==> src/include/opto_debounce_regs.svh <==
`ifndef OPTO_DEBOUNCE_REGS_SVH
`define OPTO_DEBOUNCE_REGS_SVH

// Core clock and power-system timing
`define OPTO_CLK_PERIOD_NS 100
`define OPTO_SYS_FREQ_HZ 60
`define OPTO_NS_PER_S 1000000000
`define OPTO_SLICES_PER_CYCLE 16
// Clock cycles per sixteenth of a power-system cycle, rounded down
`define OPTO_TICK_CYCLES (`OPTO_NS_PER_S / (`OPTO_CLK_PERIOD_NS * `OPTO_SYS_FREQ_HZ * `OPTO_SLICES_PER_CYCLE))

// Sixteenth ticks per quarter-cycle processing interval, last index
`define OPTO_LAST_SLICE 2'h3

// Register byte offsets
`define OPTO_SET_BASE_OFS 8'h00
`define OPTO_BITS_OFS 8'h18
`define OPTO_RAW_OFS 8'h1c
`define OPTO_TIMER_OFS 8'h20

// Setting register fields
`define OPTO_SET_LSB 0
`define OPTO_SET_MSB 6
`define OPTO_AC_BIT 8
`define OPTO_SET_RESET 7'h32
`define OPTO_SET_MAX 7'h64
`define OPTO_ROUND_HALF 12'h032
`define OPTO_ROUND_DIV 12'h064

// AC mode timer targets in sixteenth ticks
`define OPTO_AC_PICKUP 5'h01
`define OPTO_AC_DROPOUT 5'h10

`endif

==> src/include/opto_debounce_pkg.sv <==
package opto_debounce_pkg;

    // One input's debounce configuration as software left it
    typedef struct packed {
        logic ac_mode;
        logic [6:0] hundredths;
    } debounce_setting_s;

    // Quantised timer targets handed to one input timer
    typedef struct packed {
        logic ac_mode;
        logic [4:0] sixteenths;
    } timer_cfg_s;

endpackage

==> src/logic/debounce_timer.sv <==
`timescale 1ns/1ps
`include "opto_debounce_regs.svh"

// Combined pickup/dropout timer for one optoisolated input
module debounce_timer (
    input wire logic core_clk,
    input wire logic rst,
    input wire logic tick,
    input wire logic raw,
    input wire opto_debounce_pkg::timer_cfg_s cfg,
    output logic state
);
    logic state_q;
    logic state_d;
    logic [4:0] count_q;
    logic [4:0] count_d;
    logic [4:0] target;
    logic [4:0] count_inc;
    wire differs = raw != state_q;
    wire done;

    // AC mode picks up fast and drops out slowly so ripple zeros are bridged
    assign target = cfg.ac_mode ? (raw ? `OPTO_AC_PICKUP : `OPTO_AC_DROPOUT)
                                : cfg.sixteenths;
    assign count_inc = count_q + 5'h01;
    assign done = (target == 5'h00) || (tick && count_inc >= target);

    // Count only while raw disagrees; agreement restarts the delay
    always_comb begin
        state_d = state_q;
        count_d = count_q;
        if (!differs) begin
            count_d = 5'h00;
        end else if (done) begin
            state_d = raw;
            count_d = 5'h00;
        end else if (tick) begin
            count_d = count_inc;
        end
    end

    always_ff @(posedge core_clk) begin
        if (rst) begin
            state_q <= 1'b0;
            count_q <= 5'h00;
        end else begin
            state_q <= state_d;
            count_q <= count_d;
        end
    end

    assign state = state_q;
endmodule

==> src/logic/opto_input_debounce.sv <==
`timescale 1ns/1ps
`include "opto_debounce_regs.svh"

// How it works
// One setting per input sets both pickup and dropout delay; six timers.
// Setting accepted from 0.00 to 1.00 cycle, or AC mode instead.
// Setting rounds to the nearest sixteenth cycle; 0.80 runs as 13/16.
// Every timer advances once per sixteenth-cycle tick.
// AC mode: pickup within 0.75 cycle, dropout within 1.25 cycles.
// Debounced bits refresh only once per quarter-cycle interval.
// Users should pick quarter-cycle steps; default is half a cycle.
// Energized input reads one, deenergized zero, after the debounce time.
// Inputs have no fixed function; any logic may read each bit.
// Debounce beyond one cycle belongs in a separate downstream timer.
// Raw return to current state restarts count; zero setting passes through.
module opto_input_debounce #(
    parameter int NUM_INPUTS = 6,
    parameter int TICK_CYCLES = `OPTO_TICK_CYCLES
) (
    input wire logic core_clk,
    input wire logic rst,
    input wire logic [NUM_INPUTS-1:0] opto_in,
    input wire logic wb_cyc_i,
    input wire logic wb_stb_i,
    input wire logic wb_we_i,
    input wire logic [7:0] wb_adr_i,
    input wire logic [3:0] wb_sel_i,
    input wire logic [31:0] wb_dat_i,
    output logic [31:0] wb_dat_o,
    output logic wb_ack_o,
    output logic [NUM_INPUTS-1:0] debounced_input_bit,
    output logic interval_strobe
);

    localparam int DIV_W = $clog2(TICK_CYCLES + 1);
    localparam logic [DIV_W-1:0] DIV_LAST = DIV_W'(TICK_CYCLES - 1);

    // Rounds hundredths of a cycle to the nearest sixteenth
    function automatic logic [4:0] round_sixteenths(input logic [6:0] hundredths);
        logic [11:0] scaled;
        scaled = {1'b0, hundredths, 4'h0} + `OPTO_ROUND_HALF;
        return 5'(scaled / `OPTO_ROUND_DIV);
    endfunction

    // Clamps an entry to the permitted range of one cycle
    function automatic logic [6:0] clamp_setting(input logic [6:0] hundredths);
        return (hundredths > `OPTO_SET_MAX) ? `OPTO_SET_MAX : hundredths;
    endfunction

    // Sixteenth-cycle tick and quarter-cycle processing interval

    logic [DIV_W-1:0] div_q;
    logic [1:0] slice_q;
    logic tick;
    logic interval;

    // The divider is free running so timers and interval stay phase locked
    assign tick = (div_q == DIV_LAST);
    assign interval = tick && (slice_q == `OPTO_LAST_SLICE);

    always_ff @(posedge core_clk) begin
        if (rst) begin
            div_q <= '0;
        end else begin
            div_q <= tick ? '0 : div_q + DIV_W'(1);
        end
    end

    // Four sixteenth ticks make one processing interval
    always_ff @(posedge core_clk) begin
        if (rst) begin
            slice_q <= 2'h0;
        end else if (tick) begin
            slice_q <= slice_q + 2'h1;
        end
    end

    // Wishbone slave

    logic ack_q;
    logic [31:0] rdata_q;
    wire req = wb_cyc_i && wb_stb_i;
    wire req_new = req && !ack_q;
    wire wr_take = req && ack_q && wb_we_i;

    // Address decode
    wire [7:0] set_rel = wb_adr_i - `OPTO_SET_BASE_OFS;
    wire [5:0] set_idx = set_rel[7:2];
    wire hit_set = (set_rel[1:0] == 2'h0) && (set_idx < 6'(NUM_INPUTS));
    wire hit_bits = (wb_adr_i == `OPTO_BITS_OFS);
    wire hit_raw = (wb_adr_i == `OPTO_RAW_OFS);
    wire hit_timer = (wb_adr_i == `OPTO_TIMER_OFS);

    // One wait state: ack follows the request by one edge and drops after it
    always_ff @(posedge core_clk) begin
        if (rst) begin
            ack_q <= 1'b0;
        end else begin
            ack_q <= req_new;
        end
    end

    assign wb_ack_o = ack_q;
    assign wb_dat_o = rdata_q;

    // Setting registers

    opto_debounce_pkg::debounce_setting_s setting_q [NUM_INPUTS];
    opto_debounce_pkg::timer_cfg_s cfg [NUM_INPUTS];
    logic [NUM_INPUTS-1:0] timer_state;
    logic [NUM_INPUTS-1:0] bits_q;

    // Entry written by software, clamped before it is stored
    opto_debounce_pkg::debounce_setting_s set_wdata;
    assign set_wdata.hundredths = clamp_setting(wb_dat_i[`OPTO_SET_MSB:`OPTO_SET_LSB]);
    assign set_wdata.ac_mode = wb_dat_i[`OPTO_AC_BIT];

    genvar gi;
    generate
        for (gi = 0; gi < NUM_INPUTS; gi++) begin : g_in
            wire pick_me = hit_set && (set_idx == 6'(gi));

            // Factory state is half a cycle, not AC; writes land on the ack edge
            always_ff @(posedge core_clk) begin
                if (rst) begin
                    setting_q[gi].hundredths <= `OPTO_SET_RESET;
                    setting_q[gi].ac_mode <= 1'b0;
                end else if (wr_take && pick_me) begin
                    if (wb_sel_i[0]) begin
                        setting_q[gi].hundredths <= set_wdata.hundredths;
                    end
                    if (wb_sel_i[1]) begin
                        setting_q[gi].ac_mode <= set_wdata.ac_mode;
                    end
                end
            end

            // Quantisation is held here so the timer sees sixteenths only
            assign cfg[gi].sixteenths = round_sixteenths(setting_q[gi].hundredths);
            assign cfg[gi].ac_mode = setting_q[gi].ac_mode;

            // Independent timer per input
            debounce_timer u_timer (
                .core_clk(core_clk),
                .rst(rst),
                .tick(tick),
                .raw(opto_in[gi]),
                .cfg(cfg[gi]),
                .state(timer_state[gi])
            );
        end
    endgenerate

    // Processing-interval image of the inputs

    // A timer that finishes mid interval waits for the next boundary,
    // which keeps every consumer on one coherent snapshot
    always_ff @(posedge core_clk) begin
        if (rst) begin
            bits_q <= '0;
        end else if (interval) begin
            bits_q <= timer_state;
        end
    end

    // Plain bits with unlimited fan-out; no function is bound to them
    assign debounced_input_bit = bits_q;
    assign interval_strobe = interval;

    // Read data

    logic [31:0] rdata_mux;
    opto_debounce_pkg::debounce_setting_s set_rd;
    assign set_rd = hit_set ? setting_q[set_idx[2:0]] : '0;

    // Unmapped offsets read as zero and ignore writes, still acked
    always_comb begin
        rdata_mux = 32'h0000_0000;
        if (hit_set) begin
            rdata_mux[`OPTO_SET_MSB:`OPTO_SET_LSB] = set_rd.hundredths;
            rdata_mux[`OPTO_AC_BIT] = set_rd.ac_mode;
        end else if (hit_bits) begin
            rdata_mux[NUM_INPUTS-1:0] = bits_q;
        end else if (hit_raw) begin
            rdata_mux[NUM_INPUTS-1:0] = opto_in;
        end else if (hit_timer) begin
            rdata_mux[NUM_INPUTS-1:0] = timer_state;
        end
    end

    // Data is captured with the request so it is stable when ack rises
    always_ff @(posedge core_clk) begin
        if (rst) begin
            rdata_q <= 32'h0000_0000;
        end else if (req_new) begin
            rdata_q <= rdata_mux;
        end
    end

endmodule

==> config.mk <==
export PLATFORM = sky130hd
export DESIGN_NAME = opto_input_debounce
export DESIGN_NICKNAME = d
export VERILOG_FILES = /design/src/include/opto_debounce_pkg.sv /design/src/logic/debounce_timer.sv /design/src/logic/opto_input_debounce.sv
export VERILOG_INCLUDE_DIRS = /design/src /design/src/include
export SDC_FILE = /design/constraint.sdc
export NUM_CORES = 1
export LEC_CHECK = 0
export ABC_CLOCK_PERIOD_IN_PS = 7400
export BUFFER_PORTS_ARGS = -buffer_cell sky130_fd_sc_hd__buf_4
export CORE_UTILIZATION = 30
export CTS_CLUSTER_DIAMETER = 80
export DETAILED_ROUTE_END_ITERATION = 7
export SLEW_MARGIN = 15
export SYNTH_ARGS = -nofsm -noshare
export SYNTH_HDL_FRONTEND = slang
export SYNTH_SLANG_ARGS = --single-unit
==> constraint.sdc <==
create_clock -name core_clk -period 7.4 [get_ports core_clk]
set_input_delay 0.37 -clock core_clk [delete_from_list [all_inputs] [get_ports core_clk]]
set_output_delay 0.37 -clock core_clk [all_outputs]
set_load 0.05 [all_outputs]
## Word level (Yosys, flattened, before mapping)

Memory sizes are Yosys's and may differ from the RTL's.
Index checks and enable logic that the tools add are counted.

| storage, ports and cells | value |
|---|---|
| logic and storage cells | 203 |
| bits in latches | 0 |
| bits in registers | 67 |
| output and inout port bits | 40 |
| RAM bits | 48 |
| memory bits (read-only) | 0 |
| memories kept | 1 |
| input port bits | 55 |

Memories:

| memory | depth | bits a word | rd ports | clocked after Yosys merged registers in | wr ports | RTL line | source |
|---|---|---|---|---|---|---|---|
| setting_q | 6 | 8 | 7 | 0 | 6 | opto_input_debounce.sv:108 | `opto_debounce_pkg::debounce_setting_s setting_q [NUM_INPUTS];` |

| cells by class | value |
|---|---|
| shifts and indexed selects | 0 |
| multiply operators | 0 |
| $lt $le $gt $ge | 8 |
| equal/unequal tests | 16 |
| divide/modulo/power cells | 6 |
| bitwise logic cells | 18 |
| reductions and logical operators | 52 |
| multiplexer cells | 71 |
| add/subtract/negate cells | 14 |

Operators with widths:

| cell | count |
|---|---|
| $add A11 B6 Y12 const B | 6 |
| $div A12 B7 Y12 const B | 6 |
| $mux W5 | 12 |
| $mux W7 | 7 |
| $mux W1 | 48 |
| $add A5 B1 Y5 const B | 6 |
| $ge A5 B5 Y1 | 6 |
| $logic_not A5 Y1 | 6 |
| $logic_and A1 B1 Y1 | 24 |
| $mux W6 | 4 |
| $reduce_or A3 Y1 | 6 |
| $eq A8 B5 Y1 const B | 2 |
| $add A14 B1 Y14 const B | 1 |
| $eq A14 B14 Y1 const B | 1 |
| $eq A6 B2 Y1 const B | 2 |
| $eq A6 B3 Y1 const B | 2 |
| $or A1 B1 Y1 | 12 |
| $reduce_and A2 Y1 | 6 |
| $eq A8 B6 Y1 const B | 1 |
| $gt A7 B7 Y1 const B | 1 |
| $eq A6 B1 Y1 const B | 1 |
| $logic_not A6 Y1 | 1 |
| $logic_or A1 B1 Y1 | 6 |
| $lt A6 B3 Y1 const B | 1 |
| 7 further kinds | 17 |

## Depth between registers and ports, before layout

Gate-level depths: netlist of run 1.

| logic depth | value |
|---|---|
| word-level depth | 8 |
| gate-level depth with buffers | 35 |
| mapped depth without buffers | 31 |

## Cells and area by module

From an unflattened synthesis of run 1, not the netlist that was laid out.

| second synthesis, totals | value |
|---|---|
| cell total of the unflattened synthesis | 1661 |
| area total of the unflattened synthesis | 12881.1 sq um |

Modules (own cells, without submodules):

| module | instances | cells an instance | seq. area each (sq um) | area an instance (sq um) |
|---|---|---|---|---|
| opto_input_debounce | 1 | 1343 | 2062.0 | 9960.8 |
| debounce_timer | 6 | 53 | 120.1 | 486.7 |

## Worst setup path after synthesis of run 1

No wires, ideal clock.

| timing | value |
|---|---|
| path kind | reg2reg |
| start point | memory setting_q[4][0] (netlist bit) |
| end point | register g_in[4].u_timer.state_q |
| required time | 7299 ps |
| buffers on the path | 3 |
| arrival time | 6036 ps |
| setup slack | 1263 ps |
| cell stages (with the launch flop) | 32 |
| period minus slack after synthesis | 6137 ps |
| setup time | 101 ps |
| cell sequence | edfxtp_1 clkbuf_1 buf_1 inv_1 ha_1 buf_2 nand4b_1 xnor2_1 o211ai_1 a21boi_1 o31ai_1 a2bb2oi_1 ha_1 o22ai_1 a21boi_4 o21ai_0 ha_1 o211ai_1 o211ai_1 o2111a_1 a21oi_1 ha_1 nand2b_1 a21oi_1 nor2b_1 o21ai_0 nand2b_1 a21oi_1 nor2_1 or4_1 o32a_1 o41ai_1 |

RTL lines:

| what | RTL line | source |
|---|---|---|
| from (decl) | opto_input_debounce.sv:108 |  |
| to (signal assigned) | debounce_timer.sv:47 | `state_q <= state_d;` |
| to (decl) | debounce_timer.sv:13 | `logic state_q;` |

==> results.toml, run 1 <==
[status]
status = "finished clean"

[power_and_ir_drop]
ir_drop_mv = 0.145
leakage_nw = 5.55
finalPower_mw = 2.12
powerDensity_nw_per_um2 = 146

[timing]
max_freq_mhz = 150
worst_slack_ps = 719
fin_hold_ws_ps = 245
slew-limit-headroom_pct = 24.8
finalCritPeriodShare_pct = 90.3
finalHoldViolCount = 0
final.setup.tns_ps = 0
skew_ps = 10.7
fin_crit_ps = 6680
timing.final.max_slew_violations = 0
finalSetupViolCount = 0
worst_pin_slew_ps = 1120
rsz0062_at_grt = "no"

[place]
io_buffers = 44
place.gp.congestion = 0.882
pre_cts_ws_ps = 738
post-place-cells = 2264
dp_hpwl_mm = 27.8
dpl-instance-area_um2 = 13900

[global_routing]
grt_use_total_pct = 16.5
antenna_found_initial = 1
grt_max_degree = 51
grt_pass1_wl_mm = 60.3
first_global_vias = 11700
grt_overflow = 0

[cts]
cts_setup_buffers = 0
cts_made_buffers = 17
ctsRootBufferMaster = "clkbuf_16"
clock-sinks = 115
cts_tree = "built"
clkTransAtPathRegs_ps = 60
cts_buffer_depth = 2
worstSkewPairLatency_ps = 430
htreeDepth = 4

[min_path]
hold_class = "input pin to register"

[die]
fp.coreArea_um2 = 43200
io_pins = 95
floorplan.rows = 76
die_x_um = 211
die_height_um = 211
die_area_um2 = 44700
initial_core_util_pct = 30.5

[synth]
ys.flop_type = "dfxtp_1"
yosys_warnings = 0
synth_area_per_cell_um2 = 7.69
synth_area_um2 = 13200
syn_inst = 1710
ys_seq_area_share_pct = 21.2
synth_cell_types = 121
synthArstFlopShare_pct = 0
synth_edf_count = 48
synth-seq-cells = 115

[flow_run]
maxCapViolCount = 0

[finish]
final_util_pct = 33.5
final_layout_size_suffix_gt1_share_pct = 10.5
layout_commonest_cell = "nor2_1"
diodes = 0
layout_common_cells = "nor2_1 (213), nand2_1 (172), a21oi_1 (108), ha_1 (74), dfxtp_1 (67)"
postLayoutCellArea_um2 = 14500
syn2layout_area_growth_pct = 10.1
fin_nets = 1827
fin_cells = 2296

[route]
drt_wl_total_mm = 36.8
dr.pass1.iters = 5
vias = 12900
drc = 0
drt_iter0_drc = 840
wire_per_inst_um = 16.0
routed_via_density = 5.63
ant_nets = 0

[worst_setup_path]
endpoint_kind = "register"
arrival_ps = 6990
worst_ep_required_time_ps = 7710
cp-start-kind = "register"
cp_max_fo = 12
slowest_stage = "edfxtp_1"
path_class = "register to register"
slowest_delay_ps = 550
==> worst max-delay path: cells and delay by family, from the launching register on <==
| family | cells | cell delay (ps) |
|---|---|---|
| buffers and inverters | 2 | 250 |
| adders and majority gates | 4 | 1090 |
| AOI/OAI and AO/OA | 17 | 3210 |
| DFF | 1 | 550 |
| and+or+nand+nor | 7 | 1480 |
==> layer usage <==
| layer | up-vias | part of all wire [%] | GRT usage (%) |
|---|---|---|---|
| li1 | 6335 | - | - |
| met1 | 6151 | 45 | 22.0 |
| met2 | 392 | 45 | 26.2 |
| met3 | 50 | 7.9 | 4.14 |
| met4 | 2 | 2.1 | 4.47 |
| met5 | - | 0.024 | 0 |
==> final cells by class <==
cell class / count / area, um2
Tap cell: 585 / 732
Clock buffer: 19 / 475
Timing Repair Buffer: 58 / 435
Fill cell: 4562 / 28700
Clock inverter: 13 / 134
Multi-Input combinational cell: 1457 / 9740
Sequential cell: 115 / 2780
Inverter: 49 / 184
==> where the power goes <==
| group | internal (mW) | leakage [nW] | switching, mW |
|---|---|---|---|
| combinational | 0.222 | 4.27 | 0.346 |
| sequential | 0.671 | 0.983 | 0.0236 |
| clock | 0.513 | 0.304 | 0.341 |
| total | 1.41 | 5.55 | 0.710 |
==> kinds of logic after synthesis <==
logic type                 after synthesis  synth area share [%]
AOI/OAI and AO/OA                      521                  29.6
xor gates and xnor gates                83                  5.53
adders and majority gates               74                  7.04
buffers and inverters                  161                  5.60
DFF                                    115                  21.2
muxes                                   37                  3.64
other                                    1                0.0285
and+or+nand+nor                        718                  27.4
==> registers in the layout (all words and copies together) (netlist names) <==
signal,cells
debounced_input_bit,6
div_q,14
g_in.u_timer.count_q,30
g_in.u_timer.state,6
setting_q,48
slice_q,2
wb_ack_o,1
wb_dat_o,8
==> Yosys cell counts, drive strengths merged, types with 23 or more instances <==
cell	instances	area [um2]
a211oi	25	233
a21o	30	225
a21oi	111	567
and2	24	153
and3	29	181
buf	59	353
clkbuf	53	200
dfxtp	67	1340
edfxtp	48	1440
ha	74	926
inv	49	184
mux2i	25	254
nand2	174	658
nand2b	40	250
nand3	46	235
nor2	216	823
nor2b	23	144
nor3	41	215
o211ai	30	235
o21ai	68	344
or2	23	144
xnor2	54	473
xor2	29	254
==> final timing paths <==
path | from | endpoint | slack, ps | depth (start not counted)
setup / recovery | setting_q[4][1] | g_in[4].u_timer.state | 720 | 30
hold / removal | opto_in[2] | g_in[2].u_timer.state | 240 | 3
setup reg to reg | setting_q[4][1] | g_in[4].u_timer.state | 720 | 30
hold reg to reg | slice_q[1] | slice_q[1] | 460 | 2
==> repair_timing <==
action                                  CTS  global route
resized for setup                         0             2
hold buffers                              0             0
endpoints found under the setup margin    0             1
Power figures use the tool's default switching activity.
==> inputs of run 2 (changes only) <==
- ABC_CLOCK_PERIOD_IN_PS: 7400 -> 7200
- clock period: 7.4 -> 7.2 ns (I/O delays scaled with it)
==> results.toml, run 2 (synthesis results as in run 1) <==
[status]
status = "finished clean"

[flow_run]
maxCapViolCount = 0

[worst_setup_path]
cpLargestDelayFamily = "compound AO/OA/AOI/OAI gates"
ff2ff_setup_slack_ps = 550
cp_num_cells = 29
path_class = "register to register"
crit_path_end = "g_in[3].u_timer.count_q[0]"
worst_ep_required_time_ps = 7550
startpoint = "setting_q[3][0]"
slowest_stage = "or4_4"
slowest_delay_ps = 540
cp_max_fo = 13
arrival_ps = 7010
cp-start-kind = "register"
endpoint_kind = "register"
rr_endpoint = "g_in[3].u_timer.count_q[0]"
reg2reg_depth = 29
cp_num_buf_inv = 1
r2r-start = "setting_q[3][0]"

[cts]
htreeDepth = 4
worstSkewPairLatency_ps = 420
cts_hold_buffers = 0
clkTransAtPathRegs_ps = 60
cts_tree = "built"
ctsRootBufferMaster = "clkbuf_16"
cts_made_buffers = 17
cts_setup_buffers = 0
cts.repair.resized = 0
cts_buffer_depth = 2
clock-sinks = 115

[route]
dr.pass1.iters = 6
wire_per_inst_um = 16.2
drt_wl_total_mm = 37.3
drt_iter0_drc = 995
vias = 13000
drc = 0
routed_via_density = 5.63
ant_nets = 0

[timing]
skew_ps = 7.43
worst_pin_slew_ps = 1030
max_freq_mhz = 150
slew-limit-headroom_pct = 31.3
finalHoldViolCount = 0
timing.final.max_slew_violations = 0
finalSetupViolCount = 0
rsz0062_at_grt = "no"
fin_hold_ws_ps = 263
fin_crit_ps = 6650
finalCritPeriodShare_pct = 92.4
final.setup.tns_ps = 0

[finish]
fin_cells = 2300
layout_commonest_cell = "nor2_1"
regMostFlops = "setting_q"
final_layout_size_suffix_gt1_share_pct = 10.7
syn2layout_area_growth_pct = 10.6
fin_nets = 1830
postLayoutCellArea_um2 = 14500
layout_common_cells = "nor2_1 (213), nand2_1 (172), a21oi_1 (108), ha_1 (74), dfxtp_1 (67)"
reg_top3 = "setting_q (48), g_in.u_timer.count_q (30), div_q (14)"
largest_reg_flops = 48

[global_routing]
first_global_vias = 12000
grt_overflow = 0
grt_max_degree = 51
grt_pass1_wl_mm = 60.7
grt_use_total_pct = 16.6
antenna_found_initial = 1

[die]
die_x_um = 211
fp.coreArea_um2 = 43200
die_area_um2 = 44700
initial_core_util_pct = 30.5
floorplan.rows = 76
io_pins = 95
die_height_um = 211

[place]
post-place-cells = 2267
io_buffers = 44
place.gp.congestion = 0.863
dpl-instance-area_um2 = 13900
dp_hpwl_mm = 28.2

[power_and_ir_drop]
ir_drop_mv = 0.131
leakage_nw = 5.58
powerDensity_nw_per_um2 = 152

[min_path]
hold_class = "input pin to register"
min_from = "opto_in[5]"
run 2: through the flow:
stage	power, mW	setup slack, ps	util (%)
floorplan	1.19	1060	-
global placement	1.30	727	32.1
detailed placement	1.31	560	32.1
CTS	2.22	535	33.6
global route	2.32	60.9	33.7
finish	2.21	547	33.7
run 2: worst reg2reg max path: cells and delay by family (launching register included):
kind / cells / cell delay (ps)
AO/OA/AOI/OAI: 14 / 2820
flip-flops: 1 / 400
buffers and inverters: 1 / 100
adder cells (fa/ha/maj): 4 / 1300
AND/OR/NAND/NOR: 10 / 1980
run 2: power breakdown:
group | internal (mW) | switching (mW)
combinational | 0.229 | 0.361
sequential | 0.690 | 0.0245
clock | 0.569 | 0.338
run 2: routing by layer:
| metal | vias to the layer above | track usage [%] | wire length (um) |
|---|---|---|---|
| li1 | 6348 | - | - |
| met5 | - | 0 | 0 |
| met3 | 58 | 2.89 | 2540 |
| met2 | 420 | 26.2 | 16500 |
| met4 | 0 | 5.10 | 802 |
| met1 | 6129 | 22.7 | 17400 |
run 2: worst min-delay path by stage:
stage / to / slack [ps] / depth (start not counted)
floorplan: div_q[0] / 430 / 1
global placement: slice_q[1] / 440 / 2
detailed placement: debounced_input_bit[2] / 470 / 2
CTS: g_in[2].u_timer.state / 250 / 3
global route: g_in[2].u_timer.state / 270 / 3
finish: g_in[5].u_timer.state / 260 / 3
run 2: area by class of cell:
class | instances | area [um2]
multi-input combinational | 1457 | 9740
tap | 585 | 732
inverter | 49 | 184
fill | 4601 | 28600
antenna | 1 | 2.50
clock buffer | 21 | 526
timing repair buffer | 61 | 458
sequential | 115 | 2780
clock inverter | 11 | 120
==> inputs of run 3 (changes only) <==
- ABC_AREA: unset -> 1
==> results.toml, run 3 <==
[status]
status = "finished clean"

[route]
met1_length_mm = 14.4
vias = 11300
top_layer_used = "met4"
ant_nets = 0
routed_via_density = 4.74
route.met2.wl_mm = 14.3
drc = 0
drt_wl_total_mm = 30.3
drt_iter0_drc = 810
dr.pass1.iters = 8
route.met3.wl_mm = 1.15
wire_per_inst_um = 12.8

[timing]
max_freq_mhz = 174
skew_ps = 13.6
fin_hold_ws_ps = 206
timing.final.max_slew_violations = 0
finalHoldViolCount = 0
final.setup.tns_ps = 0
slew-limit-headroom_pct = 32.6
finalCritPeriodShare_pct = 79.6
fin_crit_ps = 5730
rsz0062_at_grt = "no"
worst_pin_slew_ps = 1000
finalSetupViolCount = 0

[cts]
cts_setup_buffers = 0
worstSkewPairLatency_ps = 420
ctsRootBufferMaster = "clkbuf_16"
clkTransAtPathRegs_ps = 60
cts_buffer_depth = 2
cts_hold_buffers = 0
cts_made_buffers = 17
clock-sinks = 115
cts.repair.resized = 0
cts_tree = "built"
htreeDepth = 4

[synth]
synth_area_per_cell_um2 = 6.46
synth_area_um2 = 11700
ys.flop_type = "dfxtp_1"
synthArstFlopShare_pct = 0
ys_seq_area_share_pct = 23.8
syn_inst = 1808
synth-seq-cells = 115
synth_top_area_cell = "nand2_1"
synth_edf_count = 48
post-synth-top-count-cell = "nand2_1"
yosysTopAreaCellShare_pct = 14.8
synth_cell_types = 56
yosys-top-cells-area = "nand2_1 (15%), edfxtp_1 (12%), dfxtp_1 (11%)"
yosys_warnings = 0
synth_common_cells = "nand2_1 (462), inv_1 (244), nor2_1 (183), nand3_1 (163), a21oi_1 (76)"

[min_path]
hold_class = "input pin to register"
whs_path_depth = 3

[power_and_ir_drop]
leakage_nw = 6.47
finalPower_mw = 2.25
ir_drop_mv = 0.161
powerDensity_nw_per_um2 = 172

[finish]
final_util_pct = 34.4
syn2layout_area_growth_pct = 11.9
layout_commonest_cell = "nand2_1"
reg_top3 = "setting_q (48), g_in.u_timer.count_q (30), div_q (14)"
final_layout_size_suffix_gt1_share_pct = 13.4
fin_nets = 1980
diodes = 0
largest_reg_flops = 48
postLayoutCellArea_um2 = 13100
layout_common_cells = "nand2_1 (461), inv_1 (244), nor2_1 (183), nand3_1 (163), a21oi_1 (76)"
regMostFlops = "setting_q"

[place]
dp_hpwl_mm = 24.2
dpl-instance-area_um2 = 12500
io_buffers = 44
place.gp.congestion = 0.891

[worst_setup_path]
cpLargestDelayFamily = "simple AND/OR/NAND/NOR gates"
path_class = "register to register"
cp_num_cells = 38
slowest_stage = "edfxtp_1"
cp_common_cell = "nand2_1"
worst_ep_required_time_ps = 7560
cp_max_fo = 7
reg2reg_depth = 38
cp_num_buf_inv = 3
arrival_ps = 6090
slowest_delay_ps = 530
endpoint_kind = "register"
cp-start-kind = "register"

[die]
die_x_um = 199
floorplan.rows = 71
initial_core_util_pct = 30.7
fp.coreArea_um2 = 38000
die_height_um = 199
die_area_um2 = 39700
io_pins = 95

[global_routing]
first_global_vias = 10500
grt_max_degree = 45
grt_overflow = 0
grt_use_total_pct = 15.9
grt_pass1_wl_mm = 50.8
antenna_found_initial = 0

[flow_run]
maxCapViolCount = 0
==> run 3: metal layers <==
metal	vias to the layer above	global-route usage [%]
li1	5900	-
met1	5105	20.6
met4	0	4.66
met2	227	27.4
met5	-	0
met3	37	1.91
==> run 3: tightest hold or removal path: cells and delay by family <==
| family | cells | cell delay [ps] |
|---|---|---|
| AO/OA/AOI/OAI | 1 | 40 |
| AND/OR/NAND/NOR | 1 | 80 |
| buffers and inverters | 1 | 110 |
==> run 3: final cells by class <==
class,instances,area [um2]
Sequential cell,115,2780
Clock buffer,22,512
Inverter,273,1020
Clock inverter,10,68.8
Multi-Input combinational cell,1398,7710
Fill cell,4112,24900
Timing Repair Buffer,46,345
Tap cell,511,639
==> run 3: worst paths after layout <==
| kind | from | to | slack (ps) |
|---|---|---|---|
| min | opto_in[1] | g_in[1].u_timer.state | 210 |
| min reg2reg | div_q[0] | div_q[0] | 450 |
| max reg2reg | setting_q[1][0] | g_in[1].u_timer.count_q[3] | 1470 |
| max | setting_q[1][0] | g_in[1].u_timer.count_q[3] | 1470 |
==> run 3: logic make-up after synthesis <==
logic type | count (synthesis) | synth area share [%]
AOI/OAI and AO/OA | 218 | 10.9
xor gates and xnor gates | 59 | 4.65
adders and majority gates | 74 | 7.92
buffers and inverters | 318 | 11.0
DFF | 115 | 23.8
muxes | 12 | 1.03
other | 1 | 0.0321
and+or+nand+nor | 1011 | 40.6
==> run 3: where the power goes <==
group          switching [mW]  leakage, nW  total [mW]  internal [mW]
clock                   0.318        0.289       0.824          0.505
sequential             0.0130        0.982       0.701          0.688
combinational           0.486         5.20       0.726          0.240
total                   0.817         6.47        2.25           1.43
==> run 3: stage by stage <==
step / worst slack (ps) / instances
after global placement: 1570 / 2343
after detailed placement: 1480 / 2343
final: 1470 / 2375
after CTS: 1450 / 2375
after global routing: 727 / 2375
after floorplan: 2210 / 1831
